**src/sep_pkg.sv**
```systemverilog
`default_nettype none
package sep_pkg;
  // clock and timing
  localparam int SEP_CLK_HZ = 10_000_000;
  localparam int SEP_CLK_NS = 1_000_000_000 / SEP_CLK_HZ;
  // watchdog trip time, rounded down to whole cycles
  localparam int SEP_WD_NS  = 6_500_000;
  localparam int SEP_WD_CYC = SEP_WD_NS / SEP_CLK_NS;
  localparam int SEP_WD_W   = 17;
  // index glitch filter, least pulse accepted, rounded up
  localparam int SEP_ZF_NS  = 175;
  localparam int SEP_ZF_CYC = (SEP_ZF_NS + SEP_CLK_NS - 1) / SEP_CLK_NS;
  localparam int SEP_ZF_W   = 3;
  // pwm carrier and quadrature widths
  localparam logic [10:0] SEP_PWM_PER = 11'h7FF;
  localparam int          SEP_QW      = 14;
  // register byte addresses
  localparam logic [7:0] SEP_OFS_CTRL = 8'h00;
  localparam logic [7:0] SEP_OFS_DOUT = 8'h04;
  localparam logic [7:0] SEP_OFS_INV  = 8'h08;
  localparam logic [7:0] SEP_OFS_DIN  = 8'h0C;
  localparam logic [7:0] SEP_OFS_STAT = 8'h10;
  localparam logic [3:0] SEP_PAGE_PWM = 4'h2;
  localparam logic [3:0] SEP_PAGE_Q   = 4'h3;
  // field positions
  localparam int SEP_CTRL_WDEN = 0;
  localparam int SEP_CTRL_SHUT = 1;
  localparam int SEP_CTRL_PDIR = 8;
  localparam int SEP_CTRL_PDM  = 12;
  localparam int SEP_PWM_SH    = 12;
  localparam int SEP_Q_IDX     = 14;
  localparam int SEP_ST_OE     = 0;
  localparam int SEP_ST_TRIP   = 1;
  localparam int SEP_INV_SH    = 10;
  // reset values
  localparam logic SEP_RST_WDEN = 1'b1;
  localparam logic SEP_RST_TRIP = 1'b1;

  // field-side input pins
  typedef struct packed {
    logic [3:0] quad_a_input;
    logic [3:0] quad_b_input;
    logic [3:0] quad_index_input;
    logic [7:0] dedicated_input;
  } sep_in_t;

  // field-side output pins, also used for their enables
  typedef struct packed {
    logic [3:0] pwm_up_pin;
    logic [3:0] pwm_down_pin;
    logic [9:0] dedicated_output;
  } sep_pins_t;
endpackage : sep_pkg
`default_nettype wire

```
**src/sep_servo_io.sv**
```systemverilog
// Overview of operation
// - watchdog tristates pins after 6.5 ms silence
// - host shutdown also holds pins tristated
// - direction high for negative, invert reverses
// - index recognised on rising edge
// - index filter rejects pulses under 175 ns
// - led is up0 xor down0
// - four counters decode every a/b edge
// - counters unambiguous to 8191 counts
// - 4095 signed duty steps including zero
// - pwm period is 2047 clock cycles
// - selectable pdm-like modulation mode
// - pwmdir select puts pwm/direction on pins
// - up/down mode: up idle when negative, down otherwise
// - shared outputs xored onto pwm pins
// - every output has an invert option
// - quadrature pins readable as inputs 8-19
// - 18 outputs and 20 inputs provided
// - dedicated outputs update together
// - each pwm channel updates independently
// - all twenty inputs captured at once
// - each channel position captured separately
// - host exchanges everything over the bus
`timescale 1ns/1ns
`default_nettype none
module sep_servo_io #(
  parameter int unsigned P_WD_CYC = sep_pkg::SEP_WD_CYC
) (
  input  wire logic               i_sys_clk,
  input  wire logic               i_nrst,
  input  wire logic               i_wb_cyc,
  input  wire logic               i_wb_stb,
  input  wire logic               i_wb_we,
  input  wire logic [3:0]         i_wb_sel,
  input  wire logic [7:0]         i_wb_adr,
  input  wire logic [31:0]        i_wb_dat,
  output logic      [31:0]        o_wb_dat,
  output logic                    o_wb_ack,
  input  wire sep_pkg::sep_in_t   i_field,
  output var sep_pkg::sep_pins_t  o_pin,
  output var sep_pkg::sep_pins_t  o_pin_oe,
  output logic                    o_led
);
  import sep_pkg::*;

  typedef struct packed {
    logic [3:0]                      a_m;
    logic [3:0]                      a_s;
    logic [3:0]                      a_p;
    logic [3:0]                      b_m;
    logic [3:0]                      b_s;
    logic [3:0]                      b_p;
    logic [3:0]                      z_m;
    logic [3:0]                      z_s;
    logic [7:0]                      d_m;
    logic [7:0]                      d_s;
    logic [3:0][SEP_ZF_W-1:0]        z_cnt;
    logic [3:0]                      z_f;
    logic [3:0]                      z_seen;
    logic [3:0][SEP_QW-1:0]          qcnt;
    logic [10:0]                     pcnt;
    logic [3:0][11:0]                duty;
    logic [3:0][1:0]                 sh;
    logic [3:0][10:0]                acc;
    logic [3:0]                      pdir;
    logic [3:0]                      pdm;
    logic [9:0]                      dout;
    logic [17:0]                     inv;
    logic                            wd_en;
    logic                            shut;
    logic                            trip;
    logic [SEP_WD_W-1:0]             wd_cnt;
    logic                            ack;
    logic [31:0]                     dat;
    sep_pins_t                       pins;
    logic                            oe;
    logic                            led;
  } sep_st_t;

  sep_st_t r;
  sep_st_t next_r;

  // magnitude of a signed duty word, -2048 clamps to full scale
  function automatic logic [10:0] sep_mag(input logic [11:0] d);
    logic [11:0] t;
    t = d[11] ? (~d + 12'h001) : d;
    return t[11] ? 11'h7FF : t[10:0];
  endfunction : sep_mag

  // byte-lane merge for wishbone writes
  function automatic logic [31:0] sep_merge(input logic [31:0] o,
                                            input logic [31:0] w,
                                            input logic [3:0]  s);
    logic [31:0] m;
    m = o;
    for (int i = 0; i < 4; i++) begin
      if (s[i]) begin
        m[i*8 +: 8] = w[i*8 +: 8];
      end
    end
    return m;
  endfunction : sep_merge

  logic        bus_req;
  logic [1:0]  ch_sel;
  logic [31:0] ctrl_word;
  logic [31:0] wv;
  logic [11:0] acc_sum;
  logic [10:0] mag;
  logic        pulse;
  logic        neg;
  logic        up;
  logic        dn;

  // one next-state process for the whole block
  always_comb begin
    next_r    = r;
    bus_req   = i_wb_cyc & i_wb_stb & ~r.ack;
    ch_sel    = i_wb_adr[3:2];
    ctrl_word = 32'h0000_0000;
    wv        = 32'h0000_0000;
    acc_sum   = 12'h000;
    mag       = 11'h000;
    pulse     = 1'b0;
    neg       = 1'b0;
    up        = 1'b0;
    dn        = 1'b0;
    ctrl_word[SEP_CTRL_WDEN]       = r.wd_en;
    ctrl_word[SEP_CTRL_SHUT]       = r.shut;
    ctrl_word[SEP_CTRL_PDIR +: 4]  = r.pdir;
    ctrl_word[SEP_CTRL_PDM +: 4]   = r.pdm;

    // pin synchronisers: first stage feeds only the second
    next_r.a_m = i_field.quad_a_input;
    next_r.a_s = r.a_m;
    next_r.a_p = r.a_s;
    next_r.b_m = i_field.quad_b_input;
    next_r.b_s = r.b_m;
    next_r.b_p = r.b_s;
    next_r.z_m = i_field.quad_index_input;
    next_r.z_s = r.z_m;
    next_r.d_m = i_field.dedicated_input;
    next_r.d_s = r.d_m;

    // wishbone slave, one cycle to ack, unmapped reads give zero
    next_r.ack = bus_req;
    next_r.dat = 32'h0000_0000;
    if (bus_req) begin
      next_r.wd_cnt = '0; // any access counts as host traffic
      if (i_wb_adr[1:0] != 2'b00) begin
        next_r.dat = 32'h0000_0000;
      end else if (i_wb_adr[7:4] == SEP_PAGE_PWM) begin
        next_r.dat = {18'h00000, r.sh[ch_sel], r.duty[ch_sel]};
        if (i_wb_we) begin
          wv = sep_merge(next_r.dat, i_wb_dat, i_wb_sel);
          next_r.duty[ch_sel] = wv[11:0];
          next_r.sh[ch_sel]   = wv[SEP_PWM_SH +: 2];
        end
      end else if (i_wb_adr[7:4] == SEP_PAGE_Q) begin
        // position snapshot for this channel only
        next_r.dat = {17'h00000, r.z_seen[ch_sel], r.qcnt[ch_sel]};
        if (!i_wb_we) begin
          next_r.z_seen[ch_sel] = 1'b0;
        end
      end else begin
        case (i_wb_adr)
          SEP_OFS_CTRL: begin
            next_r.dat = ctrl_word;
            if (i_wb_we) begin
              wv = sep_merge(ctrl_word, i_wb_dat, i_wb_sel);
              next_r.wd_en = wv[SEP_CTRL_WDEN];
              next_r.shut  = wv[SEP_CTRL_SHUT];
              next_r.pdir  = wv[SEP_CTRL_PDIR +: 4];
              next_r.pdm   = wv[SEP_CTRL_PDM +: 4];
              next_r.trip  = 1'b0; // writing control re-arms the pins
            end
          end
          SEP_OFS_DOUT: begin
            next_r.dat = {22'h000000, r.dout};
            if (i_wb_we) begin
              wv = sep_merge(next_r.dat, i_wb_dat, i_wb_sel);
              next_r.dout = wv[9:0];
            end
          end
          SEP_OFS_INV: begin
            next_r.dat = {14'h0000, r.inv};
            if (i_wb_we) begin
              wv = sep_merge(next_r.dat, i_wb_dat, i_wb_sel);
              next_r.inv = wv[17:0];
            end
          end
          SEP_OFS_DIN: begin
            // all twenty inputs latched in one edge
            next_r.dat = {12'h000, r.b_s, r.a_s, r.z_s, r.d_s};
          end
          SEP_OFS_STAT: begin
            next_r.dat[SEP_ST_OE]   = r.oe;
            next_r.dat[SEP_ST_TRIP] = r.trip;
          end
          default: begin
            next_r.dat = 32'h0000_0000;
          end
        endcase
      end
    end

    // pwm carrier counter, 2047 states
    if (r.pcnt == SEP_PWM_PER - 11'h001) begin
      next_r.pcnt = 11'h000;
    end else begin
      next_r.pcnt = r.pcnt + 11'h001;
    end

    for (int c = 0; c < 4; c++) begin
      // 4x decode: exactly one of a or b moved since last sample
      if ((r.a_s[c] ^ r.a_p[c]) ^ (r.b_s[c] ^ r.b_p[c])) begin
        if (r.a_s[c] ^ r.b_p[c]) begin
          next_r.qcnt[c] = r.qcnt[c] + 14'h0001;
        end else begin
          next_r.qcnt[c] = r.qcnt[c] - 14'h0001;
        end
      end

      // index filter: the new level must persist before it is believed
      if (r.z_s[c] != r.z_f[c]) begin
        if (r.z_cnt[c] == SEP_ZF_W'(SEP_ZF_CYC - 1)) begin
          next_r.z_f[c]   = r.z_s[c];
          next_r.z_cnt[c] = '0;
        end else begin
          next_r.z_cnt[c] = r.z_cnt[c] + SEP_ZF_W'(1);
        end
      end else begin
        next_r.z_cnt[c] = '0;
      end
      // rising edge sets the flag after any read clear, so it is kept
      if (next_r.z_f[c] && !r.z_f[c]) begin
        next_r.z_seen[c] = 1'b1;
      end

      mag = sep_mag(r.duty[c]);
      neg = r.duty[c][11];
      if (r.pdm[c]) begin
        // pdm: first-order accumulator spreads pulses over the period
        acc_sum = {1'b0, r.acc[c]} + {1'b0, mag};
        if (acc_sum >= {1'b0, SEP_PWM_PER}) begin
          next_r.acc[c] = 11'(acc_sum - {1'b0, SEP_PWM_PER});
          pulse = 1'b1;
        end else begin
          next_r.acc[c] = acc_sum[10:0];
          pulse = 1'b0;
        end
      end else begin
        pulse = mag > r.pcnt;
      end
      if (r.pdir[c]) begin
        up = pulse;
        dn = neg;
      end else begin
        up = pulse & ~neg;
        dn = pulse & neg;
      end
      // shared output xored in, then the pin's invert option
      next_r.pins.pwm_up_pin[c] =
        up ^ r.sh[c][0] ^ r.inv[SEP_INV_SH + 2*c];
      next_r.pins.pwm_down_pin[c] =
        dn ^ r.sh[c][1] ^ r.inv[SEP_INV_SH + 2*c + 1];
    end
    next_r.pins.dedicated_output = r.dout ^ r.inv[9:0];
    next_r.led = next_r.pins.pwm_up_pin[0] ^ next_r.pins.pwm_down_pin[0];

    // watchdog; runs only in cycles without a bus access, so it never meets a same-cycle re-arm
    if (!bus_req) begin
      if (r.wd_en && r.wd_cnt == SEP_WD_W'(P_WD_CYC - 1)) begin
        next_r.trip = 1'b1;
      end else if (r.wd_cnt != SEP_WD_W'(P_WD_CYC - 1)) begin
        next_r.wd_cnt = r.wd_cnt + SEP_WD_W'(1);
      end
    end
    next_r.oe = ~next_r.trip & ~next_r.shut;
  end

  // state register; pins start tristated as on an unconfigured part
  always_ff @(posedge i_sys_clk or negedge i_nrst) begin
    if (!i_nrst) begin
      r       <= '0;
      r.wd_en <= SEP_RST_WDEN;
      r.trip  <= SEP_RST_TRIP;
    end else begin
      r <= next_r;
    end
  end

  // outputs straight from flip-flops
  assign o_wb_ack = r.ack;
  assign o_wb_dat = r.dat;
  assign o_pin    = r.pins;
  assign o_pin_oe = sep_pins_t'({18{r.oe}});
  assign o_led    = r.led;
endmodule : sep_servo_io
`default_nettype wire

```
**config.mk**
```make
export PLATFORM = sky130hd
export DESIGN_NAME = sep_servo_io
export DESIGN_NICKNAME = d
export VERILOG_FILES = /design/src/sep_pkg.sv /design/src/sep_servo_io.sv
export SDC_FILE = /design/constraint.sdc
export NUM_CORES = 1
export LEC_CHECK = 0
export BUFFER_PORTS_ARGS = -buffer_cell sky130_fd_sc_hd__buf_4
export CAP_MARGIN = 20
export CELL_PAD_IN_SITES_DETAIL_PLACEMENT = 1
export CELL_PAD_IN_SITES_GLOBAL_PLACEMENT = 2
export CORE_MARGIN = 2
export CORE_UTILIZATION = 43
export DETAILED_ROUTE_END_ITERATION = 10
export GPL_TIMING_DRIVEN = 1
export PLACE_DENSITY_LB_ADDON = 0.1
export SLEW_MARGIN = 20
export SYNTH_ARGS = -nofsm -noshare
export SYNTH_HDL_FRONTEND = slang
export SYNTH_SLANG_ARGS = --single-unit
```
**constraint.sdc**
```tcl
create_clock -name i_sys_clk -period 7.2 [get_ports i_sys_clk]
set_input_delay 1.8 -clock i_sys_clk [delete_from_list [all_inputs] [get_ports i_sys_clk]]
set_output_delay 1.8 -clock i_sys_clk [all_outputs]
set_load 0.01 [all_outputs]
```
=== Word level (Yosys, flattened, before mapping) ===
Index checks and enable logic that the tools add are counted.

* Input port bits: 69
* Bits in registers: 344
* Output and inout port bits: 70
* Word-level logic and storage cells: 313

* Mux-type cells: 101
* $lt $le $gt $ge: 10
* Reduce and logical (&&, ||, !) cells: 32
* Add/subtract/negate cells: 26
* Eq/ne operators: 29
* Bitwise gates (word level): 61

{| class="wikitable"
|+ Operators by type and width
! kind !! number
|-
| 11-bit 2-to-1 mux || 9
|-
| 20-bit 2-to-1 mux || 4
|-
| 12-bit 2-to-1 mux || 6
|-
| 18-bit one-hot mux with 4 select lines || 1
|-
| 14-bit 2-to-1 mux || 5
|-
| 14-bit by 1-bit adder with 14-bit output, second input constant || 4
|-
| 14-bit by 1-bit subtractor with 14-bit output, second input constant || 4
|-
| 7-bit AND reduction || 7
|-
| 11-bit by 11-bit adder with 12-bit output || 4
|-
| 12-bit by 1-bit adder with 12-bit output, second input constant || 4
|-
| 48-bit bitwise mux || 1
|-
| 12-bit by 11-bit greater-or-equal comparator with 1-bit output, second input constant || 4
|-
| 12-bit NOT || 4
|-
| 11-bit > comparator || 4
|-
| 11-bit subtractor, second input constant || 4
|-
| 8-bit 2-to-1 mux || 5
|-
| 17-bit 2-to-1 mux || 2
|-
| 1-bit XOR || 33
|-
| 1-bit 2-to-1 mux || 31
|-
| 6-bit 2-to-1 mux || 5
|-
| 14-bit binary-select mux with 2-bit select || 1
|-
| 12-bit binary-select mux with 2-bit select || 1
|-
| 12-bit demux with 2-bit select || 1
|-
| 3-bit 2-to-1 mux || 8
|-
| 36 further kinds || 107
|}

=== Longest topological paths before layout ===
* Depth in word-level cells: 13
* Gate-level depth with buffers: 19
* Depth with buffers taken out: 17

=== Worst setup path after synthesis ===
Ideal clock, no wire load.

* Kind: flip-flop to flip-flop
* Start point: register r[187] (netlist bit)
* End point: register r[140] (netlist bit)
* Data arrival time: 4.647 ns
* Clock period less this slack: 4.716 ns
* Path buffers: 1
* Slack: 2.484 ns
* Setup time: 0.069 ns
* Cell stages (with the launch flop): 18
* Path through: dfrtp_1 -> nor3_1 -> nand2_1 -> or3_1 -> or4b_2 -> clkbuf_1 -> nand2_1 -> ha_1 -> inv_1 -> fa_1 -> nor2b_1 -> o22ai_1 -> xnor2_1 -> and3_1 -> nand4_1 -> o31a_1 -> or4b_2 -> nand3_1

* Longest elaborated chain between the ends: 7

{| class="wikitable"
|+ Ends and longest elaborated chain
! what !! RTL line !! RTL
|-
| from (decl) || sep_servo_io.sv:80 || <nowiki>sep_st_t r;</nowiki>
|-
| from (signal assigned) || sep_servo_io.sv:289 || <nowiki>r <= next_r;</nowiki>
|-
| 12-bit NOT || sep_servo_io.sv:86 || <nowiki>t = d[11] ? (~d + 12'h001) : d;</nowiki>
|-
| 12-bit by 1-bit adder with 12-bit output || sep_servo_io.sv:86 ||
|-
| 12-bit 2-to-1 mux * || sep_servo_io.sv:86 ||
|-
| 11-bit 2-to-1 mux * || sep_servo_io.sv:87 || <nowiki>return t[11] ? 11'h7FF : t[10:0];</nowiki>
|-
| 11-bit by 11-bit adder with 12-bit output * || sep_servo_io.sv:244 || <nowiki>acc_sum = {1'b0, r.acc[c]} + {1'b0, mag};</nowiki>
|-
| 11-bit subtractor / 12-bit by 11-bit greater-or-equal comparator with 1-bit output (equally long branches) || sep_servo_io.sv:246, sep_servo_io.sv:245 ||
|-
| 11-bit 2-to-1 mux * || sep_servo_io.sv:245 || <nowiki>if (acc_sum >= {1'b0, SEP_PWM_PER}) begin</nowiki>
|}

Every way passes the cells marked *; elsewhere a longest branch is shown, timed or not.
A chain may end at the register's enable or synchronous reset.

=== Worst setup path after layout ===
* Start point: register r[164] (netlist bit)
* End point: register r[118] (netlist bit)

Same word-level chain as after synthesis.

==> impl_metrics.json <==
{
  "outcome": "finished clean",
  "grt_pass1_vias": 17909,
  "async_reset_ff_frac": 1.00,
  "skew_ns": 0.0414,
  "post_drt_wl_per_cell_um": 21.1,
  "leakage_nw": 10.9,
  "rsz0062_at_grt": "false",
  "hold_class": "reg2reg",
  "drive_gt1_frac": 0.138,
  "crit_type": "reg2reg",
  "synth_area_leader_cell": "dfrtp_1",
  "fp-row-count": 81,
  "post_cts_buffers": 0,
  "nets": 2539,
  "postCtsHoldBufs": 0,
  "synthCells": 2273,
  "maxCapViolCount": 0,
  "timing.slew.headroom": 0.296,
  "synth-warning-count": 0,
  "critPathRequiredTime_ns": 7.70,
  "die_w_um": 228,
  "critPathLaunchType": "flop",
  "grt_max_degree": 136,
  "ys_seq_elements": 332,
  "timing.final.crit_share": 0.795,
  "avgSynthCellArea_um2": 9.47,
  "max_slew.worst_pin.slew_ns": 1.06,
  "area_growth_pct": 11.6,
  "drt_iter0_drc": 862,
  "detail-route-antenna-nets": 0,
  "grt-ovfl-total": 0,
  "io_buffers": 111,
  "via_count": 17252,
  "antenna_found_initial": 2,
  "cts_buffer_depth": 3,
  "synth.area.top_cells": "dfrtp_1 38%, ha_1 8.5%, nor2_1 4.6%",
  "ir_drop_mv": 0.246,
  "hold_violations": 0,
  "syn_area_um2": 21500,
  "synth_cell_types": 93,
  "cts_tree": "built",
  "track_usage": 0.252,
  "fp.dieArea_um2": 51800,
  "min_period_ns": 5.73,
  "drc": 0,
  "yosys.area.top_type_share": 0.384,
  "fmax_mhz": 175,
  "clock_latency_ns": 0.60,
  "viasPerCell": 5.73,
  "dpl.hpwl_um": 47300,
  "crit_fanout": 18,
  "final_max_slew_viol_count": 0,
  "cts-buffers-inserted": 40,
  "grt_pass1_wl_um": 101000,
  "finalPower_mw": 7.68,
  "power_density_nw_per_um2": 320,
  "synth_edf_count": 0,
  "core_um2": 49200,
  "io-pin-count": 139,
  "firstDrtPassIters": 5,
  "ys_seq_area_frac": 0.386,
  "ctsResizeCount": 0,
  "clockRootBuffer": "clkbuf_16",
  "critical_path_arrival_ns": 6.23,
  "routabilityCongestion": 0.854,
  "diodes": 0,
  "ys.flop_type": "dfrtp_1",
  "start_util": 0.438,
  "clock_sink_count": 332,
  "drt_wl_total_um": 63700,
  "fill_cells": 5588,
  "path_clk_slew_ns": 0.07,
  "setup-tns-final_ns": 0,
  "setup_viol": 0,
  "worstSetupEndpointType": "flop",
  "htree_levels": 2,
  "fp.dieH_um": 228
}
## layout by cell type (no fill, tap or decap), types with 20 or more instances in the layout
cell type	synthesis	routed
xor2_1	86	86
nand2_1	177	177
nor2b_1	24	24
nor2_1	263	261
buf_4	68	119
clkbuf_16	0	40
xnor2_1	82	82
nand4_1	27	27
mux4_2	31	31
mux2_2	55	55
nor4_1	20	20
a31oi_1	37	37
ha_1	147	147
nand2b_1	30	30
dfrtp_1	330	330
mux2i_1	38	38
or3_1	27	27
nand3_1	55	55
nor3_1	62	60
a21oi_1	166	166
inv_1	93	93
o21ai_0	91	91
## state kept, by name (all words and copies together), names as in the netlist
register / count
next_r: 28
ctrl_word: 10
o_led: 1
o_wb_ack: 1
o_wb_dat: 20
r: 252
o_pin: 18
o_pin_oe: 1
neg: 1
## cell usage after synthesis, drive strengths merged, types with 62 or more instances
cell type / n
buf: 81
o21ai: 92
dfrtp: 330
nor2: 263
ha: 147
nor3: 62
nand2: 177
xor2: 86
xnor2: 82
inv: 94
a21oi: 166
## routing by layer
metal,global-route usage,part of all wire,wire (µm)
met5,0,0.00041,26
met4,0.0776,0.028,1790
met3,0.0395,0.050,3170
met2,0.423,0.48,30400
met1,0.335,0.44,28300
## logic make-up after synthesis
kind of cell	after synthesis	share of synthesized area
other	1	0.000174
buffers and inverters	226	0.0530
adder cells (fa/ha/maj)	155	0.0929
multiplexers	124	0.0789
AND/OR/NAND/NOR	784	0.177
AO/OA/AOI/OAI	483	0.143
flip-flops	332	0.386
XOR/XNOR	168	0.0684
## worst max-delay path: stages, from the launching register on
cell and delay [ns]:
dfrtp_1 0.44, nor3_1 0.30, nand2b_1 0.15, nor4_1 0.45
nand2_1 0.15, or4_1 0.58, nand2_1 0.19, ha_1 0.25
a211oi_1 0.53, nor2_1 0.13, xor2_1 0.39, nand4_1 0.28
nor4b_2 0.50, a31oi_2 0.45, or4b_2 0.77, nand3_1 0.09
## power breakdown
group / internal (mW) / switching [mW]
registers: 2.20 / 0.318
clock network: 1.34 / 0.911
logic: 1.26 / 1.64
## cell type report
cell class              instances  area, µm²  share of cell area
repair buffers                121        928              0.0387
inverters                      94        353              0.0147
clock buffers                  49       1080              0.0452
clock inverters                24        372              0.0155
flip-flops and latches        332       8310               0.346
well taps                     664        831              0.0346
multi-input cells            1726      12100               0.505
## metrics by stage
step | std cells | hold WS (ns) | worst slack [ns] | instance area [µm²] | util
floorplan | 2284 | 0.331 | 2.48 | 21600 | -
global placement | 2937 | 0.332 | 1.78 | 22500 | 0.459
detailed placement | 2937 | 0.336 | 1.45 | 22500 | 0.459
CTS | 3010 | 0.351 | 1.43 | 24000 | 0.488
global route | 3010 | 0.356 | 0.971 | 24000 | 0.489
finish | 3010 | 0.350 | 1.47 | 24000 | 0.489
## path summary, 6_finish.rpt
path / start / endpoint / slack, ns / cells after the start
max reg2reg: r[164] / r[118] / 1.47 / 15
min in group asynchronous: i_nrst / r[125] / 1.18 / 1
min: next_r[303] / r[303] / 0.35 / 0
min reg2reg: next_r[303] / r[303] / 0.35 / 0
max in group asynchronous: i_nrst / r[169] / 4.61 / 2
max: r[164] / r[118] / 1.47 / 15
(Power assumes the default switching activity.)
